File: src/rtl/safety_state_defs.svh
// Constants of the safety state and monitor block: state codes,
// selection ranges and defaults, access codes and command limits.
// Assumes inclusion by bare name from the rtl folder.
`ifndef SAFETY_STATE_DEFS_SVH
`define SAFETY_STATE_DEFS_SVH

// ----------------------------------------------------------------
// Module state codes
// ----------------------------------------------------------------
`define CODE_STARTUP     8'h01
`define CODE_ADDR_BAD    8'h02
`define CODE_CFG_REQ     8'h03
`define CODE_CFG_BAD     8'h04
`define CODE_PARAM_VAL   8'h05
`define CODE_NORMAL      8'h06
`define CODE_BRAKE_TEST  8'h07
`define CODE_IO_FAIL     8'h08
`define CODE_INT_FAIL    8'h09

// ----------------------------------------------------------------
// Monitor selections
// ----------------------------------------------------------------
`define SRC_RST          8'h01
`define SRC_TORQUE_OFF   8'h01
`define SRC_CTL_STOP     8'h02
`define SRC_BRAKE_CTL    8'h03
`define SRC_BRAKE        8'h04
`define SRC_MAX          8'h14
`define AXIS_RST         8'h01
`define AXIS_MIN         8'h01
`define AXIS_MAX         8'h02
`define INST_RST         8'h01
`define INST_MIN         8'h01
`define INST_MAX         8'h04

// ----------------------------------------------------------------
// Parameter access selector and object dictionary entry
// ----------------------------------------------------------------
`define PSEL_STATE       3'h0
`define PSEL_SRC         3'h1
`define PSEL_AXIS        3'h2
`define PSEL_INST        3'h3
`define PSEL_DATA        3'h4
`define OD_STATE_INDEX   16'h37c1
`define OD_STATE_SUB     8'h00

// ----------------------------------------------------------------
// Invalidation command argument limits
// ----------------------------------------------------------------
`define NAME_LEN_MIN     5'h01
`define NAME_LEN_MAX     5'h08
`define PASS_LEN_MIN     5'h08
`define PASS_LEN_MAX     5'h19

`endif

File: src/rtl/safety_state_pkg.sv
// Types shared by the safety state and monitor block.
// Assumes no other package.
package safety_state_pkg;
	typedef enum logic [3:0] {
		MS_STARTUP,
		MS_ADDR_BAD,
		MS_CFG_REQ,
		MS_CFG_BAD,
		MS_PARAM_VAL,
		MS_NORMAL,
		MS_BRAKE_TEST,
		MS_IO_FAIL,
		MS_INT_FAIL
	} mstate_t;
endpackage

File: src/rtl/monitor_channel.sv
// One monitor channel: source, axis and instance selections and
// the registered value of the variable they pick.
// Assumes writes come from the parameter port on the same clock.
`timescale 1ns/1ps
`include "safety_state_defs.svh"
module monitor_channel #(
	parameter bit DUAL_AXIS = 1'b1
) (
	// Clock and reset
	input  wire logic        clk_i,
	input  wire logic        rst_i,
	// Selection write
	input  wire logic        wr_i,
	input  wire logic [2:0]  sel_i,
	input  wire logic [7:0]  wdata_i,
	output logic             wr_err_o,
	// Monitored variables, axis 2 or brake 2 in the upper byte
	input  wire logic [15:0] torque_off_i,
	input  wire logic [15:0] ctl_stop_i,
	input  wire logic [15:0] brake_ctl_i,
	input  wire logic [15:0] brake_i,
	// Selections and value
	output logic [7:0]       source_o,
	output logic [7:0]       axis_o,
	output logic [7:0]       instance_o,
	output logic [31:0]      value_o
);
	logic [7:0] src_reg;
	logic [7:0] axis_reg;
	logic [7:0] inst_reg;
	logic [31:0] value_reg;
	wire wr_src = wr_i && (sel_i == `PSEL_SRC);
	wire wr_axis = wr_i && (sel_i == `PSEL_AXIS);
	wire wr_inst = wr_i && (sel_i == `PSEL_INST);
	wire src_ok = (wdata_i <= `SRC_MAX);
	wire axis_ok = (wdata_i == `AXIS_MIN) || (DUAL_AXIS && (wdata_i == `AXIS_MAX));
	wire inst_ok = (wdata_i >= `INST_MIN) && (wdata_i <= `INST_MAX);
	assign wr_err_o = (wr_src && !src_ok) || (wr_axis && !axis_ok) || (wr_inst && !inst_ok);

	// ----------------------------------------------------------------
	// Variable selection
	// ----------------------------------------------------------------
	// Axis is ignored for the brake source; instance picks the brake
	wire axis_hi = (axis_reg == `AXIS_MAX);
	wire [7:0] torque_sel = axis_hi ? torque_off_i[15:8] : torque_off_i[7:0];
	wire [7:0] stop_sel = axis_hi ? ctl_stop_i[15:8] : ctl_stop_i[7:0];
	wire [7:0] bctl_sel = axis_hi ? brake_ctl_i[15:8] : brake_ctl_i[7:0];
	wire [7:0] brake_sel = (inst_reg == 8'h01) ? brake_i[7:0] :
		(inst_reg == 8'h02) ? brake_i[15:8] : 8'h00;
	// Reserved sources 0 and 5 to 20 read as zero
	wire [7:0] pick = (src_reg == `SRC_TORQUE_OFF) ? torque_sel :
		(src_reg == `SRC_CTL_STOP) ? stop_sel :
		(src_reg == `SRC_BRAKE_CTL) ? bctl_sel :
		(src_reg == `SRC_BRAKE) ? brake_sel : 8'h00;

	always_ff @(posedge clk_i) begin
		if (rst_i) begin
			src_reg <= `SRC_RST;
			axis_reg <= `AXIS_RST;
			inst_reg <= `INST_RST;
			value_reg <= 32'h0;
		end else begin
			if (wr_src && src_ok) src_reg <= wdata_i;
			if (wr_axis && axis_ok) axis_reg <= wdata_i;
			if (wr_inst && inst_ok) inst_reg <= wdata_i;
			value_reg <= {24'h0, pick};
		end
	end
	assign source_o = src_reg;
	assign axis_o = axis_reg;
	assign instance_o = inst_reg;
	assign value_o = value_reg;
endmodule

File: src/rtl/safety_state_monitor.sv
// Safety module status and diagnostic front end: module state,
// two monitor channels, and the parameter invalidation command.
// Assumes a shell parser and fieldbus stack on the same clock deliver
// requests as one-cycle strobes; the brake test request is a pin.
// Operation
// - Invalidation accepted only in normal operation
// - Accepted invalidation drops params, goes code 3
// - Two independent monitor channels, read concurrently
// - Axis accepts 1, or 1-2 dual; default 1
// - Instance accepts 1 to 4, default 1
// - Sources 1-3 pick torque-off, stop, brake-control
// - Source 4 picks brake by instance, ignores axis
// - Source 0 to 20, default 1; 5+ reserved
// - Value returns current state of selected variable
// - State readable by shell and object 0x37C1/0
// - Code 1 while fieldbus link starts up
// - Code 2 while safety address not validated
// - Codes 3, 4, 5 for configuration conditions
// - Code 6 in normal operation
// - Brake test reports code 7 device-wide
// - Code 8 holds torque-off and brakes active
// - Code 9 latched until power cycle
`timescale 1ns/1ps
`include "safety_state_defs.svh"
module safety_state_monitor
	import safety_state_pkg::*;
#(
	parameter bit DUAL_AXIS = 1'b1
) (
	// Clock and reset
	input  wire logic        CLK_SYS_I,
	input  wire logic        RST_I,
	// Parameter access from the text shell
	input  wire logic        PAR_REQ_I,
	input  wire logic        PAR_WR_I,
	input  wire logic        PAR_CH_I,
	input  wire logic [2:0]  PAR_SEL_I,
	input  wire logic [7:0]  PAR_WDATA_I,
	output logic             PAR_ACK_O,
	output logic             PAR_ERR_O,
	output logic [31:0]      PAR_RDATA_O,
	// Object dictionary read from the fieldbus
	input  wire logic        OD_REQ_I,
	input  wire logic [15:0] OD_INDEX_I,
	input  wire logic [7:0]  OD_SUB_I,
	output logic             OD_ACK_O,
	output logic             OD_ERR_O,
	output logic [7:0]       OD_DATA_O,
	// Invalidation command, arguments already parsed
	input  wire logic        INV_REQ_I,
	input  wire logic [4:0]  INV_NAME_LEN_I,
	input  wire logic [4:0]  INV_PASS_LEN_I,
	input  wire logic        INV_TIME_OK_I,
	output logic             INV_ACK_O,
	output logic             INV_ERR_O,
	// Status events from the safety core
	input  wire logic        FIELDBUS_UP_I,
	input  wire logic        ADDR_VALID_I,
	input  wire logic        CFG_LOAD_I,
	input  wire logic        CFG_BAD_I,
	input  wire logic        PARAM_VALIDATE_I,
	input  wire logic        IO_FAULT_I,
	input  wire logic        IO_ACK_I,
	input  wire logic        FATAL_I,
	// Brake test request from the drive processor
	input  wire logic        BRAKE_TEST_I,
	// Safety function states, axis 2 or brake 2 in the upper byte
	input  wire logic [15:0] TORQUE_OFF_STATE_I,
	input  wire logic [15:0] CTL_STOP_STATE_I,
	input  wire logic [15:0] BRAKE_CTL_STATE_I,
	input  wire logic [15:0] BRAKE_STATE_I,
	// Status outputs
	output logic [7:0]       MODULE_STATE_O,
	output logic             PARAMS_VALID_O,
	output logic             TORQUE_OFF_FORCE_O,
	output logic [1:0]       BRAKE_FORCE_O,
	output logic [31:0]      MON1_VALUE_O,
	output logic [31:0]      MON2_VALUE_O
);
	// ----------------------------------------------------------------
	// Declarations
	// ----------------------------------------------------------------
	mstate_t     state_reg;
	mstate_t     state_next;
	mstate_t     ready_state;
	logic        brk_meta_reg;
	logic        brk_sync_reg;
	logic        cfg_loaded_reg;
	logic        params_valid_reg;
	logic [7:0]  code_reg;
	logic        force_reg;
	logic        par_ack_reg;
	logic        par_err_reg;
	logic [31:0] par_rdata_reg;
	logic        od_ack_reg;
	logic        od_err_reg;
	logic [7:0]  od_data_reg;
	logic        inv_ack_reg;
	logic        inv_err_reg;
	logic [1:0]  mon_wr;
	logic [1:0]  mon_err;
	logic [7:0]  mon_src [2];
	logic [7:0]  mon_axis [2];
	logic [7:0]  mon_inst [2];
	logic [31:0] mon_value [2];

	function automatic logic [7:0] code_of(input mstate_t s);
		case (s)
			MS_STARTUP:    code_of = `CODE_STARTUP;
			MS_ADDR_BAD:   code_of = `CODE_ADDR_BAD;
			MS_CFG_REQ:    code_of = `CODE_CFG_REQ;
			MS_CFG_BAD:    code_of = `CODE_CFG_BAD;
			MS_PARAM_VAL:  code_of = `CODE_PARAM_VAL;
			MS_NORMAL:     code_of = `CODE_NORMAL;
			MS_BRAKE_TEST: code_of = `CODE_BRAKE_TEST;
			MS_IO_FAIL:    code_of = `CODE_IO_FAIL;
			default:       code_of = `CODE_INT_FAIL;
		endcase
	endfunction

	// ----------------------------------------------------------------
	// Brake test request synchroniser
	// ----------------------------------------------------------------
	// The request comes from another processor, so it is resampled
	always_ff @(posedge CLK_SYS_I) begin
		if (RST_I) begin
			brk_meta_reg <= 1'b0;
			brk_sync_reg <= 1'b0;
		end else begin
			brk_meta_reg <= BRAKE_TEST_I;
			brk_sync_reg <= brk_meta_reg;
		end
	end

	// ----------------------------------------------------------------
	// Invalidation command
	// ----------------------------------------------------------------
	// Argument lengths are checked here although the host owns them,
	// so a malformed command never reaches the parameter store
	wire name_ok = (INV_NAME_LEN_I >= `NAME_LEN_MIN) && (INV_NAME_LEN_I <= `NAME_LEN_MAX);
	wire pass_ok = (INV_PASS_LEN_I >= `PASS_LEN_MIN) && (INV_PASS_LEN_I <= `PASS_LEN_MAX);
	wire args_ok = name_ok && pass_ok && INV_TIME_OK_I;
	wire inv_accept = INV_REQ_I && (state_reg == MS_NORMAL) && args_ok;
	wire inv_reject = INV_REQ_I && !inv_accept;

	// ----------------------------------------------------------------
	// Parameter validity flags
	// ----------------------------------------------------------------
	// A load or validation in the same cycle as an invalidation wins
	wire cfg_loaded_next = CFG_LOAD_I ? 1'b1 : (inv_accept ? 1'b0 : cfg_loaded_reg);
	wire params_valid_next = PARAM_VALIDATE_I ? 1'b1 :
		((inv_accept || CFG_LOAD_I) ? 1'b0 : params_valid_reg);

	always_ff @(posedge CLK_SYS_I) begin
		if (RST_I) begin
			cfg_loaded_reg <= 1'b0;
			params_valid_reg <= 1'b0;
		end else begin
			cfg_loaded_reg <= cfg_loaded_next;
			params_valid_reg <= params_valid_next;
		end
	end

	// ----------------------------------------------------------------
	// Module state machine
	// ----------------------------------------------------------------
	// Start-up conditions in order of precedence
	always_comb begin
		if (!FIELDBUS_UP_I) begin
			ready_state = MS_STARTUP;
		end else if (!ADDR_VALID_I) begin
			ready_state = MS_ADDR_BAD;
		end else if (CFG_BAD_I) begin
			ready_state = MS_CFG_BAD;
		end else if (!cfg_loaded_reg) begin
			ready_state = MS_CFG_REQ;
		end else if (!params_valid_reg) begin
			ready_state = MS_PARAM_VAL;
		end else begin
			ready_state = MS_NORMAL;
		end
	end

	always_comb begin
		state_next = state_reg;
		if (FATAL_I || state_reg == MS_INT_FAIL) begin
			state_next = MS_INT_FAIL;
		end else if (IO_FAULT_I) begin
			state_next = MS_IO_FAIL;
		end else begin
			case (state_reg)
				MS_IO_FAIL: begin
					if (IO_ACK_I) state_next = ready_state;
				end
				MS_BRAKE_TEST: begin
					if (!brk_sync_reg) state_next = MS_NORMAL;
				end
				MS_NORMAL: begin
					if (inv_accept) begin
						state_next = MS_CFG_REQ;
					end else if (ready_state != MS_NORMAL) begin
						state_next = ready_state;
					end else if (brk_sync_reg) begin
						state_next = MS_BRAKE_TEST;
					end
				end
				default: begin
					state_next = ready_state;
				end
			endcase
		end
	end

	// Fault states force torque-off and both brakes
	wire force_next = (state_next == MS_IO_FAIL) || (state_next == MS_INT_FAIL);

	always_ff @(posedge CLK_SYS_I) begin
		if (RST_I) begin
			state_reg <= MS_STARTUP;
			code_reg <= `CODE_STARTUP;
			force_reg <= 1'b0;
		end else begin
			state_reg <= state_next;
			code_reg <= code_of(state_next);
			force_reg <= force_next;
		end
	end

	// ----------------------------------------------------------------
	// Monitor channels
	// ----------------------------------------------------------------
	wire sel_cfg = (PAR_SEL_I == `PSEL_SRC) || (PAR_SEL_I == `PSEL_AXIS) ||
		(PAR_SEL_I == `PSEL_INST);
	wire sel_known = sel_cfg || (PAR_SEL_I == `PSEL_STATE) || (PAR_SEL_I == `PSEL_DATA);
	wire par_wr_cfg = PAR_REQ_I && PAR_WR_I && sel_cfg;
	assign mon_wr = {par_wr_cfg && PAR_CH_I, par_wr_cfg && !PAR_CH_I};

	generate
		for (genvar ch = 0; ch < 2; ch++) begin : g_mon
			monitor_channel #(
				.DUAL_AXIS (DUAL_AXIS)
			) u_chan (
				.clk_i        (CLK_SYS_I),
				.rst_i        (RST_I),
				.wr_i         (mon_wr[ch]),
				.sel_i        (PAR_SEL_I),
				.wdata_i      (PAR_WDATA_I),
				.wr_err_o     (mon_err[ch]),
				.torque_off_i (TORQUE_OFF_STATE_I),
				.ctl_stop_i   (CTL_STOP_STATE_I),
				.brake_ctl_i  (BRAKE_CTL_STATE_I),
				.brake_i      (BRAKE_STATE_I),
				.source_o     (mon_src[ch]),
				.axis_o       (mon_axis[ch]),
				.instance_o   (mon_inst[ch]),
				.value_o      (mon_value[ch])
			);
		end
	endgenerate

	// ----------------------------------------------------------------
	// Parameter access port
	// ----------------------------------------------------------------
	// State and value are read-only; unknown selectors are refused
	wire ch_idx = PAR_CH_I;
	wire chan_err = mon_err[ch_idx];
	wire par_err = PAR_REQ_I && (!sel_known || (PAR_WR_I && !sel_cfg) || chan_err);
	wire [31:0] par_rd =
		(PAR_SEL_I == `PSEL_STATE) ? {24'h0, code_reg} :
		(PAR_SEL_I == `PSEL_SRC)   ? {24'h0, mon_src[ch_idx]} :
		(PAR_SEL_I == `PSEL_AXIS)  ? {24'h0, mon_axis[ch_idx]} :
		(PAR_SEL_I == `PSEL_INST)  ? {24'h0, mon_inst[ch_idx]} :
		(PAR_SEL_I == `PSEL_DATA)  ? mon_value[ch_idx] : 32'h0;
	wire par_rd_ok = PAR_REQ_I && !PAR_WR_I && sel_known;

	always_ff @(posedge CLK_SYS_I) begin
		if (RST_I) begin
			par_ack_reg <= 1'b0;
			par_err_reg <= 1'b0;
			par_rdata_reg <= 32'h0;
		end else begin
			par_ack_reg <= PAR_REQ_I;
			par_err_reg <= par_err;
			par_rdata_reg <= par_rd_ok ? par_rd : 32'h0;
		end
	end

	// ----------------------------------------------------------------
	// Object dictionary and command answers
	// ----------------------------------------------------------------
	wire od_hit = (OD_INDEX_I == `OD_STATE_INDEX) && (OD_SUB_I == `OD_STATE_SUB);

	always_ff @(posedge CLK_SYS_I) begin
		if (RST_I) begin
			od_ack_reg <= 1'b0;
			od_err_reg <= 1'b0;
			od_data_reg <= 8'h00;
			inv_ack_reg <= 1'b0;
			inv_err_reg <= 1'b0;
		end else begin
			od_ack_reg <= OD_REQ_I;
			od_err_reg <= OD_REQ_I && !od_hit;
			od_data_reg <= (OD_REQ_I && od_hit) ? code_reg : 8'h00;
			inv_ack_reg <= INV_REQ_I;
			inv_err_reg <= inv_reject;
		end
	end

	// ----------------------------------------------------------------
	// Outputs
	// ----------------------------------------------------------------
	assign PAR_ACK_O = par_ack_reg;
	assign PAR_ERR_O = par_err_reg;
	assign PAR_RDATA_O = par_rdata_reg;
	assign OD_ACK_O = od_ack_reg;
	assign OD_ERR_O = od_err_reg;
	assign OD_DATA_O = od_data_reg;
	assign INV_ACK_O = inv_ack_reg;
	assign INV_ERR_O = inv_err_reg;
	assign MODULE_STATE_O = code_reg;
	assign PARAMS_VALID_O = params_valid_reg;
	assign TORQUE_OFF_FORCE_O = force_reg;
	assign BRAKE_FORCE_O = {force_reg, force_reg};
	assign MON1_VALUE_O = mon_value[0];
	assign MON2_VALUE_O = mon_value[1];

	wire quiet = !FATAL_I && !IO_FAULT_I;
endmodule

File: config.mk
export PLATFORM = sky130hd
export DESIGN_NAME = safety_state_monitor
export DESIGN_NICKNAME = d
export VERILOG_FILES = /design/src/rtl/safety_state_pkg.sv /design/src/rtl/monitor_channel.sv /design/src/rtl/safety_state_monitor.sv
export VERILOG_INCLUDE_DIRS = /design/src /design/src/rtl
export SDC_FILE = /design/constraint.sdc
export NUM_CORES = 1
export LEC_CHECK = 0
export BUFFER_PORTS_ARGS = -buffer_cell sky130_fd_sc_hd__buf_4
export CAP_MARGIN = 20
export CORE_MARGIN = 2
export CORE_UTILIZATION = 35
export DETAILED_ROUTE_END_ITERATION = 16
export GPL_ROUTABILITY_DRIVEN = 0
export PLACE_DENSITY = 0.67
export SYNTH_ARGS = -nofsm -noshare
export SYNTH_HDL_FRONTEND = slang
export SYNTH_SLANG_ARGS = --single-unit
File: constraint.sdc
create_clock -name CLK_SYS_I -period 2.3 [get_ports CLK_SYS_I]
set_clock_uncertainty 0.05 [all_clocks]
set_input_delay 0.115 -clock CLK_SYS_I [delete_from_list [all_inputs] [get_ports CLK_SYS_I]]
set_output_delay 0.115 -clock CLK_SYS_I [all_outputs]
set_load 0.03 [all_outputs]
==> impl_metrics.env <==
export IMPL_run_status="completed"
export IMPL_port_buffers=166
export IMPL_crit_fanout=5
export IMPL_hp_class="in -> reg"
export IMPL_synth_top_family_by_area="simple AND/OR/NAND/NOR gates"
export IMPL_drt_iter0_markers=295
export IMPL_syn_inst=673
export IMPL_worst_pin_slew_ns=0.790
export IMPL_critical_path_arrival_ns=2.37
export IMPL_dieArea_um2=18100
export IMPL_grt_use_total_pct=18.4
export IMPL_clkPwrFrac_pct=37.7
export IMPL_dpl_cell_area_um2=7160
export IMPL_drcViolationCount=0
export IMPL_synth_xor_area_share_pct=0.294
export IMPL_p_int_w=0.00288
export IMPL_first_pass_iters=4
export IMPL_endpoint_kind="flip-flop"
export IMPL_leakage_nw=3.34
export IMPL_period_needed_ns=2.17
export IMPL_multiInputGateArea_um2=3490
export IMPL_ys_warnings_count=0
export IMPL_grt_max_degree=58
export IMPL_critPathLaunchType="flip-flop"
export IMPL_synth_compound_area_share_pct=17.7
export IMPL_synth_async_reset_ratio_pct=0
export IMPL_cts_root_buf="clkbuf_16"
export IMPL_cts_tree="yes"
export IMPL_holdWs_ns=0.00423
export IMPL_synthMuxAreaShare_pct=10.5
export IMPL_synth_area_um2=5950
export IMPL_hold_violations=0
export IMPL_pwr_share_seq_pct=42.9
export IMPL_finalCoreUtilization_pct=45.7
export IMPL_synthFlopType="dfxtp_1"
export IMPL_synth_seq_cells=95
export IMPL_setup_viol=0
export IMPL_critPathKind="reg -> reg"
export IMPL_grt_pass1_vias=4998
export IMPL_hpwl_um=13500
export IMPL_routed_wirelength_um=17200
export IMPL_io_pins=248
export IMPL_layout_nets=972
export IMPL_area_delta_synth_final_pct=27.2
export IMPL_fin_area_um2=7570
export IMPL_fp_dieW_um=134
export IMPL_max_freq_mhz=460
export IMPL_cts_max_level=3
export IMPL_clockBufferDepth=2
export IMPL_drive_above_1_share_pct=28.9
export IMPL_nFillCells=1665
export IMPL_core_um2=16600
export IMPL_avgSynthCellArea_um2=8.84
export IMPL_num_vias=5430
export IMPL_timing_slew_headroom_pct=47.2
export IMPL_synth_distinct_cells=70
export IMPL_grt_pass1_wl_um=26200
export IMPL_clock_sinks=95
export IMPL_setup_tns_ns=0
export IMPL_worstPathRequired_ns=2.49
export IMPL_p_per_area_nw_per_um2=529
export IMPL_rows=47
export IMPL_netlist_top_cells_area="dfxtp_1 (32%), buf_4 (11%), mux2i_1 (9.6%), nand2_1 (4.0%), and2_1 (3.5%)"
export IMPL_finalCritPeriodShare_pct=94.5
export IMPL_drv_slew=0
export IMPL_synthAdderAreaFrac_pct=0.420
export IMPL_synth_edf_count=0
export IMPL_switchingPower_w=0.00113
export IMPL_antenna_cells=0
export IMPL_grt_setup_unrepaired="false"
export IMPL_antenna_left=0
export IMPL_max_cap_violations=0
export IMPL_via_per_inst=5.09
export IMPL_clk_insertion_delay_late_ns=0.34
export IMPL_finalNonFillerCells=1067
export IMPL_netlist_area_leader_share_pct=32.0
export IMPL_p_sw_share_pct=28.2
export IMPL_avgRoutedWirePerCell_um=16.1
export IMPL_post_cts_buffers=0
export IMPL_yosys_area_share_simple_pct=24.6
export IMPL_dp_cells=1042
export IMPL_ir_drop_uv=403
export IMPL_cts_clk_slew_worst_paths_ns=0.07
export IMPL_regArea_um2=1900
export IMPL_synth_area_leader_cell="dfxtp_1"
export IMPL_die_y_um=134
export IMPL_comb_power_share_pct=19.5
export IMPL_gr_total_overflow=0
export IMPL_antenna_found_initial=0
export IMPL_seq_area_frac_synth_pct=32.0
export IMPL_start_util_pct=35.9
export IMPL_cts_buffers=9
-- final cells by class --
class	instances	share of cell area [%]
clock buffer	11	3.34
clock inverter	3	0.578
inverter	9	0.446
multi-input combinational	527	46.2
sequential	95	25.1
tap	220	3.64
timing repair buffer	202	20.7
-- metrics by stage --
step	total power (W)	setup WS, ns
final	0.00401	0.126
after global routing	0.00416	0.0000400
after CTS	0.00403	0.0659
after detailed placement	0.00251	0.0910
after global placement	0.00251	0.0846
after floorplan	0.00231	0.0543
-- logic make-up after synthesis --
logic type | after synthesis
AND/OR/NAND/NOR | 250
AO/OA/AOI/OAI | 131
buffers and inverters | 130
flip-flops | 95
multiplexers | 62
adder cells (fa/ha/maj) | 2
XOR/XNOR | 2
other | 1
-- cells in the final DEF, fill, tap and decap left out, types with 3 or more instances in the layout --
cell	synthesis	final
a211o_1	7	7
a21boi_0	8	8
a21oi_1	16	16
a221o_1	12	12
a222oi_1	4	4
a22o_1	13	13
a22oi_1	3	3
a311oi_1	10	10
a31o_2	16	16
a31oi_1	3	3
a32oi_1	8	8
and2_1	33	33
and3_1	4	4
buf_4	89	189
clkbuf_16	0	9
conb_1	1	80
dfxtp_1	95	94
dlygate4sd3_1	0	11
inv_1	9	9
mux2_2	5	5
mux2i_1	57	57
nand2_1	64	64
nand2b_1	7	7
nand3_1	5	5
nand3b_1	8	8
nor2_1	40	40
nor2b_1	14	13
nor3_1	14	14
nor3b_1	4	4
nor4_1	7	7
nor4b_1	7	7
o21ai_0	6	6
o221ai_1	4	4
o22a_1	4	4
o31ai_1	5	5
or3_1	12	12
-- routing by layer --
metal | global-route usage (%) | share of wire (%) | vias up
met1 | 25.1 | 45 | 2497
met4 | 5.96 | 1.9 | 0
met5 | 0 | 0 | -
li1 | - | - | 2640
met3 | 3.67 | 8.7 | 24
met2 | 29.2 | 44 | 269
-- cells in the mapped netlist, drive strengths merged (12+ instances only) --
cell type and instances:
a21oi 16, a221o 12, a22o 13, a31o 16, and2 34, buf 100, clkbuf 21, dfxtp 95
mux2i 57, nand2 64, nor2 42, nor2b 16, nor3 14, or3 13
-- power groups by stage --
| stage | Clock, W | Combinational (W) | Sequential [W] |
|---|---|---|---|
| final | 0.00151 | 0.000779 | 0.00172 |
| after CTS | 0.00154 | 0.000774 | 0.00172 |
| after global placement | 0 | 0.000756 | 0.00175 |
| after global routing | 0.00161 | 0.000832 | 0.00172 |
| after detailed placement | 0 | 0.000758 | 0.00175 |
| after floorplan | 0 | 0.000513 | 0.00180 |
-- final timing paths --
path | startpoint | to | slack [ns] | cells after the start
worst max-delay path | state_reg[0]$_SDFF_PP0_ | TORQUE_OFF_FORCE_O$_SDFF_PP0_ | 0.13 | 8
worst min-delay path | CTL_STOP_STATE_I[14] | g_mon[0].u_chan.value_o[6]$_SDFF_PP0_ | 0.004 | 3
worst max register to register | state_reg[0]$_SDFF_PP0_ | TORQUE_OFF_FORCE_O$_SDFF_PP0_ | 0.13 | 8
worst min register to register | brk_meta_reg$_SDFF_PP0_ | brk_sync_reg$_SDFF_PP0_ | 0.39 | 1
-- critical path, cell delays in order, from the launching register on --
cell and delay, ns:
dfxtp_1 0.35, inv_1 0.09, mux2_2 0.33, or3_1 0.30
a31o_2 0.25, nand3_1 0.09, ha_1 0.13, or3b_2 0.43
o41ai_1 0.07
-- what timing repair did --
action                     in CTS  in global routing
hold endpoints to repair       12                  0
hold buffers                   11                  0
setup endpoints to repair       0                  1
resized for setup               0                  2
Note: power is estimated with default switching activity, not from simulation.
